==> src/common/ccs_pkg.sv <==
// constants and types for the constant-current chop sequencer
package ccs_pkg;
    localparam int unsigned CLK_MHZ = 250;
    localparam int unsigned CLK_KHZ = 250000;
    // chop period length in oscillator counts
    localparam int unsigned CHOP_COUNTS = 16;
    // internal fixed chop oscillator frequency
    localparam int unsigned CHOP_OSC_KHZ = 920;
    localparam int unsigned OSC_DIV_CYC = CLK_KHZ / CHOP_OSC_KHZ;
    // times in ns as printed
    localparam int unsigned DEAD_NS = 400;
    localparam int unsigned LIMIT_BLANK_NS = 1250;
    localparam int unsigned DECAY_BLANK_NS = 2200;
    localparam int unsigned FILTER_NS = 350;
    localparam int unsigned CNT_W = 10;
    // least times, rounded up to whole cycles
    localparam logic [CNT_W-1:0] DEAD_CYC = CNT_W'((DEAD_NS * CLK_MHZ + 999) / 1000);
    localparam logic [CNT_W-1:0] LIMIT_BLANK_CYC = CNT_W'((LIMIT_BLANK_NS * CLK_MHZ + 999) / 1000);
    localparam logic [CNT_W-1:0] DECAY_BLANK_CYC = CNT_W'((DECAY_BLANK_NS * CLK_MHZ + 999) / 1000);
    localparam logic [CNT_W-1:0] FILTER_CYC = CNT_W'((FILTER_NS * CLK_MHZ + 999) / 1000);
    // gate vector bit positions
    localparam int unsigned G_HIGH_P = 3;
    localparam int unsigned G_LOW_P = 2;
    localparam int unsigned G_HIGH_N = 1;
    localparam int unsigned G_LOW_N = 0;
    typedef enum logic [1:0] {
        PH_IDLE = 2'b00,
        PH_CHARGE = 2'b01,
        PH_FAST = 2'b10,
        PH_SLOW = 2'b11
    } ccs_phase_t;
endpackage

==> src/rtl/ccs_chop_sequencer.sv <==
// chop period timing, decay phase sequencing, blanking, filtering and dead time
`timescale 1ns/100ps
// Operation
// - a chop period is exactly sixteen chop oscillator counts
// - phases run charge, fast decay, slow decay inside the period; charge restarts at the next period
// - charge continues until the filtered current-limit comparator fires
// - reaching the current limit moves charge to fast decay
// - reaching the decay-switch level enters slow decay for the rest of period
// - every gate change inserts 400 ns with conflicting transistors off
// - charge not reaching the limit carries over the period boundary
// - fast decay not reaching the decay-switch level carries into next period
// - current-limit comparator ignored for 1.25 us after charge begins
// - decay-switch comparator ignored for 2.2 us after charge ends
// - current-limit pulses shorter than 0.35 us are rejected
// - decay-switch pulses shorter than 0.35 us are rejected
// - without external timing parts, oscillator runs near 0.92 MHz internally
module ccs_chop_sequencer #(
    parameter int unsigned OSC_DIV = ccs_pkg::OSC_DIV_CYC,
    parameter int unsigned CHOP_COUNTS = ccs_pkg::CHOP_COUNTS
) (
    // clock, reset, enable
    input wire logic clk_sys,
    input wire logic srst,
    input wire logic clkEn,
    // control
    input wire logic driveEnable,
    input wire logic currentDir,
    // chop oscillator source
    input wire logic extOscPresent,
    input wire logic extOscTick,
    // comparators
    input wire logic limitCmp,
    input wire logic decayCmp,
    // bridge gates
    output logic gateHighP,
    output logic gateLowP,
    output logic gateHighN,
    output logic gateLowN,
    // status
    output logic [1:0] phase,
    output logic deadActive,
    output logic periodStart
);
    localparam int unsigned DIV_W = $clog2(OSC_DIV + 1);
    localparam int unsigned CHP_W = $clog2(CHOP_COUNTS + 1);
    localparam int unsigned CW = ccs_pkg::CNT_W;

    if (OSC_DIV < 2 || OSC_DIV > 4096) begin : gBadDiv
        $error("OSC_DIV out of range");
    end
    if (CHOP_COUNTS < 2) begin : gBadChop
        $error("CHOP_COUNTS too small");
    end

    // oscillator and period counting
    logic [DIV_W-1:0] divCnt_reg, divCnt_next;
    logic [CHP_W-1:0] chopCnt_reg, chopCnt_next;
    logic periodStart_reg, periodStart_next;
    logic oscTick;

    assign oscTick = extOscPresent ? extOscTick : (divCnt_reg == '0);

    always_comb begin
        divCnt_next = divCnt_reg;
        chopCnt_next = chopCnt_reg;
        periodStart_next = 1'b0;
        if (divCnt_reg == '0) begin
            divCnt_next = DIV_W'(OSC_DIV - 1);
        end else begin
            divCnt_next = divCnt_reg - 1'b1;
        end
        if (oscTick) begin
            if (chopCnt_reg == CHP_W'(CHOP_COUNTS - 1)) begin
                chopCnt_next = '0;
                periodStart_next = 1'b1;
            end else begin
                chopCnt_next = chopCnt_reg + 1'b1;
            end
        end
    end

    always_ff @(posedge clk_sys) begin
        if (srst) begin
            divCnt_reg <= '0;
            chopCnt_reg <= '0;
            periodStart_reg <= 1'b0;
        end else if (clkEn) begin
            divCnt_reg <= divCnt_next;
            chopCnt_reg <= chopCnt_next;
            periodStart_reg <= periodStart_next;
        end
    end

    assign periodStart = periodStart_reg;

    // comparator noise filters; bit 0 limit, bit 1 decay switch
    logic [1:0] cmpRaw;
    logic [1:0] cmpFilt;
    logic [CW-1:0] fltCnt [2];
    assign cmpRaw = {decayCmp, limitCmp};

    for (genvar i = 0; i < 2; i++) begin : gFilt
        logic [CW-1:0] fltCnt_reg, fltCnt_next;
        always_comb begin
            fltCnt_next = '0;
            if (cmpRaw[i]) begin
                fltCnt_next = (fltCnt_reg == ccs_pkg::FILTER_CYC) ? fltCnt_reg : fltCnt_reg + 1'b1;
            end
        end
        always_ff @(posedge clk_sys) begin
            if (srst) begin
                fltCnt_reg <= '0;
            end else if (clkEn) begin
                fltCnt_reg <= fltCnt_next;
            end
        end
        assign cmpFilt[i] = (fltCnt_reg == ccs_pkg::FILTER_CYC);
        assign fltCnt[i] = fltCnt_reg;
    end

    // phase machine with digital blanking
    ccs_pkg::ccs_phase_t phase_reg, phase_next;
    logic [CW-1:0] blankCnt_reg, blankCnt_next;
    logic limitHit, decayHit;

    assign limitHit = cmpFilt[0] && (blankCnt_reg == '0) && (phase_reg == ccs_pkg::PH_CHARGE);
    assign decayHit = cmpFilt[1] && (blankCnt_reg == '0) && (phase_reg == ccs_pkg::PH_FAST);

    always_comb begin
        phase_next = phase_reg;
        unique case (phase_reg)
            ccs_pkg::PH_IDLE: begin
                if (periodStart_reg) begin
                    phase_next = ccs_pkg::PH_CHARGE;
                end
            end
            ccs_pkg::PH_CHARGE: begin
                if (limitHit) begin
                    phase_next = ccs_pkg::PH_FAST;
                end
            end
            ccs_pkg::PH_FAST: begin
                // leave only on the decay level or when drive is disabled
                if (decayHit) begin
                    phase_next = ccs_pkg::PH_SLOW;
                end
            end
            ccs_pkg::PH_SLOW: begin
                if (periodStart_reg) begin
                    phase_next = ccs_pkg::PH_CHARGE;
                end
            end
        endcase
        if (!driveEnable) begin
            phase_next = ccs_pkg::PH_IDLE;
        end
        blankCnt_next = (blankCnt_reg == '0) ? blankCnt_reg : blankCnt_reg - 1'b1;
        if (phase_next == ccs_pkg::PH_CHARGE && phase_reg != ccs_pkg::PH_CHARGE) begin
            blankCnt_next = ccs_pkg::LIMIT_BLANK_CYC;
        end
        if (phase_next == ccs_pkg::PH_FAST && phase_reg != ccs_pkg::PH_FAST) begin
            blankCnt_next = ccs_pkg::DECAY_BLANK_CYC;
        end
    end

    always_ff @(posedge clk_sys) begin
        if (srst) begin
            phase_reg <= ccs_pkg::PH_IDLE;
            blankCnt_reg <= '0;
        end else if (clkEn) begin
            phase_reg <= phase_next;
            blankCnt_reg <= blankCnt_next;
        end
    end

    assign phase = phase_reg;

    // gate targets and dead time
    logic [3:0] gateTgt;
    logic [3:0] gate_reg, gate_next;
    logic [CW-1:0] deadCnt_reg, deadCnt_next;

    always_comb begin
        gateTgt = 4'h0;
        unique case (phase_reg)
            ccs_pkg::PH_IDLE: gateTgt = 4'h0;
            ccs_pkg::PH_CHARGE: begin
                gateTgt[ccs_pkg::G_HIGH_P] = !currentDir;
                gateTgt[ccs_pkg::G_LOW_N] = !currentDir;
                gateTgt[ccs_pkg::G_HIGH_N] = currentDir;
                gateTgt[ccs_pkg::G_LOW_P] = currentDir;
            end
            // reversed bridge returns energy to the supply
            ccs_pkg::PH_FAST: begin
                gateTgt[ccs_pkg::G_HIGH_P] = currentDir;
                gateTgt[ccs_pkg::G_LOW_N] = currentDir;
                gateTgt[ccs_pkg::G_HIGH_N] = !currentDir;
                gateTgt[ccs_pkg::G_LOW_P] = !currentDir;
            end
            ccs_pkg::PH_SLOW: begin
                gateTgt[ccs_pkg::G_LOW_P] = 1'b1;
                gateTgt[ccs_pkg::G_LOW_N] = 1'b1;
            end
        endcase
    end

    // turn off first, turn on after the full window
    always_comb begin
        gate_next = gate_reg;
        deadCnt_next = deadCnt_reg;
        if ((gate_reg & ~gateTgt) != 4'h0) begin
            // anything newly switching off restarts the window
            gate_next = gate_reg & gateTgt;
            deadCnt_next = ccs_pkg::DEAD_CYC;
        end else if (deadCnt_reg != '0) begin
            deadCnt_next = deadCnt_reg - 1'b1;
            if (deadCnt_reg == CW'(1)) begin
                gate_next = gateTgt;
            end
        end else if (gateTgt != gate_reg) begin
            deadCnt_next = ccs_pkg::DEAD_CYC;
        end
    end

    always_ff @(posedge clk_sys) begin
        if (srst) begin
            gate_reg <= 4'h0;
            deadCnt_reg <= '0;
        end else if (clkEn) begin
            gate_reg <= gate_next;
            deadCnt_reg <= deadCnt_next;
        end
    end

    assign gateHighP = gate_reg[ccs_pkg::G_HIGH_P];
    assign gateLowP = gate_reg[ccs_pkg::G_LOW_P];
    assign gateHighN = gate_reg[ccs_pkg::G_HIGH_N];
    assign gateLowN = gate_reg[ccs_pkg::G_LOW_N];
    assign deadActive = (deadCnt_reg != '0);

    // checks; helpers only read by assertions
    // a window may restart twice: slow entry, then charge entry, then disable
    localparam int DEAD_MAX = 310;
    logic [CHP_W-1:0] ticksSince;
    logic seenPeriod;
    logic [CW-1:0] deadRun;
    logic [CW-1:0] limRunChk;
    always_ff @(posedge clk_sys) begin
        if (srst) begin
            ticksSince <= '0;
            seenPeriod <= 1'b0;
            deadRun <= '0;
            limRunChk <= '0;
        end else if (clkEn) begin
            deadRun <= !deadActive ? '0 : (deadRun == '1) ? deadRun : deadRun + 1'b1;
            limRunChk <= !limitCmp ? '0 : (limRunChk == '1) ? limRunChk : limRunChk + 1'b1;
            if (periodStart_reg) begin
                // a source switch can land a tick right after the boundary
                ticksSince <= CHP_W'(oscTick);
                seenPeriod <= 1'b1;
            end else if (oscTick) begin
                ticksSince <= ticksSince + 1'b1;
            end
        end
    end
endmodule

==> config.mk <==
export PLATFORM = sky130hd
export DESIGN_NAME = ccs_chop_sequencer
export DESIGN_NICKNAME = d
export VERILOG_FILES = /design/src/common/ccs_pkg.sv /design/src/rtl/ccs_chop_sequencer.sv
export SDC_FILE = /design/constraint.sdc
export NUM_CORES = 1
export LEC_CHECK = 0
export CAP_MARGIN = 20
export CORE_MARGIN = 2
export CORE_UTILIZATION = 61
export DETAILED_ROUTE_END_ITERATION = 8
export DONT_BUFFER_PORTS = 1
export MAX_ROUTING_LAYER = met4
export PLACE_DENSITY = 0.88
export SLEW_MARGIN = 40
export SYNTH_ARGS = -nofsm -noshare
export SYNTH_HDL_FRONTEND = slang
export SYNTH_SLANG_ARGS = --single-unit
==> constraint.sdc <==
create_clock -name clk_sys -period 2.65 [get_ports clk_sys]
set_input_delay 0.1325 -clock clk_sys [delete_from_list [all_inputs] [get_ports clk_sys]]
set_output_delay 0.1325 -clock clk_sys [all_outputs]
set_load 0.01 [all_outputs]
; ---- Yosys cells after proc, flatten, opt, wreduce, memory -nomap -nowiden
; Index checks and enable logic that the tools add are counted.
[totals]
mem_bits_rw = 0
elab_cells = 82
mem_bits_ro = 0
mem_count = 0
reg_bits = 61
output_inout_bits = 8
latch_bits = 0
[op_classes]
eq_ne = 15
n_shift = 0
n_lt_le_gt_ge = 0
bitwise = 3
multipliers = 0
div_mod_pow = 0
n_mux = 27
n_addsub = 6
reduce_logical = 22
[op_table]
columns = operator, count
row1 = 10-bit two-way mux, 10
row2 = 10-bit by 1-bit adder with 10-bit output (second input constant), 2
row3 = 10-bit by 7-bit == test with 1-bit output (second input constant), 2
row4 = 10-bit by 1-bit subtractor with 10-bit output (second input constant), 2
row5 = 4-bit two-way mux, 3
row6 = 10-bit by 1-bit == test with 1-bit output (second input constant), 1
row7 = 10-bit zero test, 1
row8 = 2-bit AND reduction, 5
row9 = 10-bit nonzero test, 1
row10 = 9-bit zero test, 1
row11 = 9-bit two-way mux, 1
row12 = 9-bit by 1-bit subtractor with 9-bit output (second input constant), 1
row13 = 4-bit bitwise AND, 2
row14 = 2-bit two-way mux, 4
row15 = 1-bit one-hot mux with 4 select lines, 2
row16 = 2-bit == test (second input constant), 3
row17 = 1-bit logical AND, 6
row18 = 2-bit != test (second input constant), 3
row19 = 2-bit one-hot mux with 3 select lines, 1
row20 = 5-bit by 1-bit adder with 5-bit output (second input constant), 1
row21 = 5-bit by 4-bit == test with 1-bit output (second input constant), 1
row22 = 5-bit two-way mux, 1
row23 = 2-bit by 1-bit == test with 1-bit output (second input constant), 2
row24 = 4-bit != test, 1
row25 = 12 further kinds, 16

; ---- Depth between registers and ports, before layout
[logic_depth]
word_depth = 10
depth_mapped = 11

; ---- Worst setup path after synthesis
; No wires, ideal clock.
[synth_path]
kind = reg-to-reg
start = register phase_reg[1] (netlist: phase[1])
end = register deadCnt_reg[5]
setup_ps = 132
path_stages_with_launch = 10
required_ps = 2518
path_buffers = 1
slack_ps = 258
arrival_ps = 2259
path_cell_list = dfxtp_1 -> ha_1 -> mux2i_1 -> ha_1 -> nor4_1 -> clkbuf_1 -> nand4_1 -> nand3_1 -> xor2_1 -> a21oi_1
[synth_between]
elab_chain_cells = 7
word_cells_on_any_way = 15
[synth_rtl]
columns = element, line_no
row1 = start: declaration, ccs_chop_sequencer.sv:122  ; ccs_pkg::ccs_phase_t phase_reg, phase_next;
row2 = start signal: assignment, ccs_chop_sequencer.sv:168  ; phase_reg <= ccs_pkg::PH_IDLE;
row3 = start signal: assignment, ccs_chop_sequencer.sv:171  ; phase_reg <= phase_next;
row4 = "2-bit == test, or another cell as far along", ccs_chop_sequencer.sv:185  ; unique case (phase_reg)
row5 = 1-bit one-hot mux with 4 select lines / 1-bit one-hot mux with 2 select lines (equally long branches), ccs_chop_sequencer.sv:185
row6 = 4-bit inverter, ccs_chop_sequencer.sv:211  ; if ((gate_reg & ~gateTgt) != 4'h0) begin
row7 = 4-bit bitwise AND, ccs_chop_sequencer.sv:211
row8 = 4-bit nonzero test, ccs_chop_sequencer.sv:211
row9 = 3-bit nonzero test (no source line), n/a
row10 = 2-bit AND reduction (no source line), n/a
row11 = end signal: assignment, ccs_chop_sequencer.sv:231  ; deadCnt_reg <= deadCnt_next;
row12 = end: declaration, ccs_chop_sequencer.sv:181  ; logic [CW-1:0] deadCnt_reg, deadCnt_next;
; Several ways; a longest one is shown, not always the timed one.
; A chain may end at the register's enable or synchronous reset.

; ---- Worst setup path in the final report
[layout_path]
start = register phase_reg[0] (netlist: phase[0])
end = register deadCnt_reg[4]
; Same word-level chain as after synthesis.

==> results.py <==
metrics = {
    "routing": {
        "viasPerCell": 6.17,
        "top_layer": "met4",
        "route.met3.wl_um": 448,
        "wl_met1_um": 3330,
        "wl_met2_um": 3710,
        "drc": 0,
        "vias": 3054,
        "wl_per_cell_um": 15.6,
        "postRouteAntennaNets": 0,
        "first_iter_violations": 272,
        "drt-total-wl_um": 7720,
        "dr.pass1.iters": 5,
    },
    "global_route": {
        "grt_pass1_wl_um": 13400,
        "antenna_found_initial": 0,
        "grt_use_total_pct": 27.4,
        "grt_pass1_vias": 3051,
        "grt_max_degree": 30,
        "grt.overflow.total": 0,
    },
    "setup_path": {
        "critPathCapture": "deadCnt_reg[4]$_SDFFE_PP0P_",
        "cp_common_cell": "ha_1",
        "cp_slowest_stage_delay_ps": 640,
        "cp_data_arrival_time_ps": 2700,
        "reg2regPathDepth": 8,
        "r2r_slack_ps": 220,
        "crit_path_top_delay_cell": "or4_1",
        "r2r_end": "deadCnt_reg[4]$_SDFFE_PP0P_",
        "r2r-start": "phase[0]$_SDFFE_PP0P_",
        "worstPathRequired_ps": 2920,
        "path_cells": "inv_1 -> ha_1 -> mux2i_1 -> ha_1 -> or4_1 -> o21ai_0 -> nand2_1 -> nor2_1",
        "crit_type": "register to register",
        "startpoint": "phase[0]$_SDFFE_PP0P_",
        "startpoint_type": "register",
        "setup.worst_path.end_class": "register",
        "crit_path_max_fanout": 6,
    },
    "logic_synthesis": {
        "syn_nets": 441,
        "yosysTopAreaCell": "dfxtp_1",
        "synth_common_cells": "dfxtp_1, nor2_1, nand2_1",
        "synth_top_area_share_pct": 35.2,
        "ys_top_cells_by_area": "dfxtp_1, ha_1, nor2_1",
        "synth_cell_type_count": 68,
        "syn_area_per_cell_sq_um": 8.43,
        "ys_ff_latch": 61,
        "ys_seq_area_share_pct": 35.2,
        "synthesis.area_sq_um": 3470,
        "synth_edf_count": 0,
        "async_flop_share_pct": 0,
        "ys.warnings.count": 0,
        "ys.flop_type": "dfxtp_1",
        "netlist_instances": 412,
        "synth.most_common_cell": "dfxtp_1",
    },
    "power_and_ir_drop": {
        "p_per_area_nw_per_um2": 883,
        "finalPower_uw": 3310,
        "vdd_drop_max_mv": 0.592,
        "power_leakage_uw": 0.00149,
    },
    "sta": {
        "slew_viol_final": 0,
        "finalSetupViolCount": 0,
        "post-route-min-period_ps": 2430,
        "min_period_over_period_pct": 91.8,
        "relSlewSlack_pct": 59.9,
        "max_freq_mhz": 411,
        "tightest_slew_ps": 602,
        "clock_skew_ps": 11.5,
        "rsz0062_at_grt": "false",
        "hold_viol_final": 0,
        "holdWs_ps": 6.68,
        "totalNegativeSetupSlack_ps": 0,
    },
    "cells_and_area": {
        "multi_input_area_sq_um": 2080,
        "final_cell_area_sq_um": 3750,
        "largest_register_ff_count": 20,
        "seq_area_sq_um": 1220,
        "drive_gt1_share_pct": 9.93,
        "fin_nets": 449,
        "fillers": 456,
        "diodes": 0,
        "area_growth_pct": 8.03,
        "stdcell_count": 495,
    },
    "clocking": {
        "cts_buffers": 9,
        "cts.clk_slew.worst_paths_ps": 70,
        "cts_tree": "yes",
        "clk-insertion-delay-late_ps": 340,
        "clockBufferDepth": 2,
        "ctsRootBufferMaster": "clkbuf_8",
        "htree_levels": 3,
        "clock-sinks": 61,
        "postCtsSetupBuffers": 0,
    },
    "die": {
        "die_x_um": 79.5,
        "die_y_um": 79.5,
        "coreArea_sq_um": 5510,
        "start_util_pct": 63.1,
        "ios": 17,
        "die_area_sq_um": 6310,
        "row_count": 27,
    },
    "placement": {
        "place_inst": 479,
        "dp_hpwl_um": 5180,
        "place_area_sq_um": 3560,
        "portBuffers": 0,
        "gp_congestion": 0.931,
    },
    "outcome": {
        "status": "finished, final reports clean",
    },
    "job": {
        "cap_violations": 0,
    },
    "worst_hold_path": {
        "min_path_type": "input pin to register",
    },
}
per-layer routing:
metal  GRT usage, %  vias up
met3           5.43       21
met1           31.9     1443
met2           44.2      106
met4           15.5        0
li1               -     1484
met5              -        -
area by class of cell:
class                   instances  area share, %
well taps                      72           2.40
clock inverters                 2          0.267
flip-flops and latches         61           32.5
multi-input cells             306           55.5
clock buffers                  12           4.13
inverters                      32           3.20
repair buffers                 10           2.00
worst max-delay path, delay by kind of cell (launching register included):
kind | cells | cell delay, ps
adder cells (fa/ha/maj) | 2 | 500
AND/OR/NAND/NOR | 3 | 1020
multiplexers | 1 | 160
AO/OA/AOI/OAI | 1 | 270
buffers and inverters | 1 | 80
flip-flops | 1 | 330
cells by family after synthesis:
group,share of synthesized area [%]
DFF,35.2
adders and majority gates,7.20
and+or+nand+nor,23.7
buffers and inverters,5.26
AOI/OAI and AO/OA,20.4
muxes,1.73
xor gates and xnor gates,6.56
cells in the final DEF (no fill, tap or decap), types with 5 or more instances in the layout:
cell and n:
clkbuf_8 11, nand3_1 6, nor2_1 50, ha_1 20
mux2i_1 6, inv_1 32, nor3_1 5, and3_1 5
dfxtp_1 61, nand4_1 7, a21oi_1 30, a211o_1 5
buf_4 8, a31oi_1 6, nand2_1 36, o21ai_0 17
xor2_1 14, or3_1 7, nor4_1 5, xnor2_1 12
how the worst min path moves through the flow:
| stage | from | to | slack (ps) | depth (start not counted) |
|---|---|---|---|---|
| after floorplan | srst | blankCnt_reg[6]$_SDFFE_PP0P_ | 320 | 2 |
| after global placement | srst | blankCnt_reg[0]$_SDFFE_PP0P_ | 200 | 1 |
| after detailed placement | srst | blankCnt_reg[0]$_SDFFE_PP0P_ | 200 | 1 |
| after CTS | clkEn | blankCnt_reg[1]$_SDFFE_PP0P_ | 2 | 2 |
| after global routing | clkEn | blankCnt_reg[1]$_SDFFE_PP0P_ | 20 | 2 |
| final | driveEnable | phase[1]$_SDFFE_PP0P_ | 7 | 2 |
power breakdown:
part | switching [uW] | internal (uW) | leakage [uW]
combinational | 741 | 579 | 0.000904
sequential | 177 | 1080 | 0.000497
clock | 353 | 377 | 0.0000881
timing repair:
action,4_1_cts,5_1_grt
hold buffers,2,0
endpoints found under the hold margin,30,0
endpoints found under the setup margin,0,2
resized for setup,0,1
metrics by stage:
stage / util [%] / worst slack (ps)
after global routing: 68.1 / 43.0
after global placement: 64.7 / 348
after detailed placement: 64.7 / 275
after floorplan: - / 258
after CTS: 68.0 / 216
final: 68.1 / 218
Note: power is estimated with default switching activity, not from simulation.
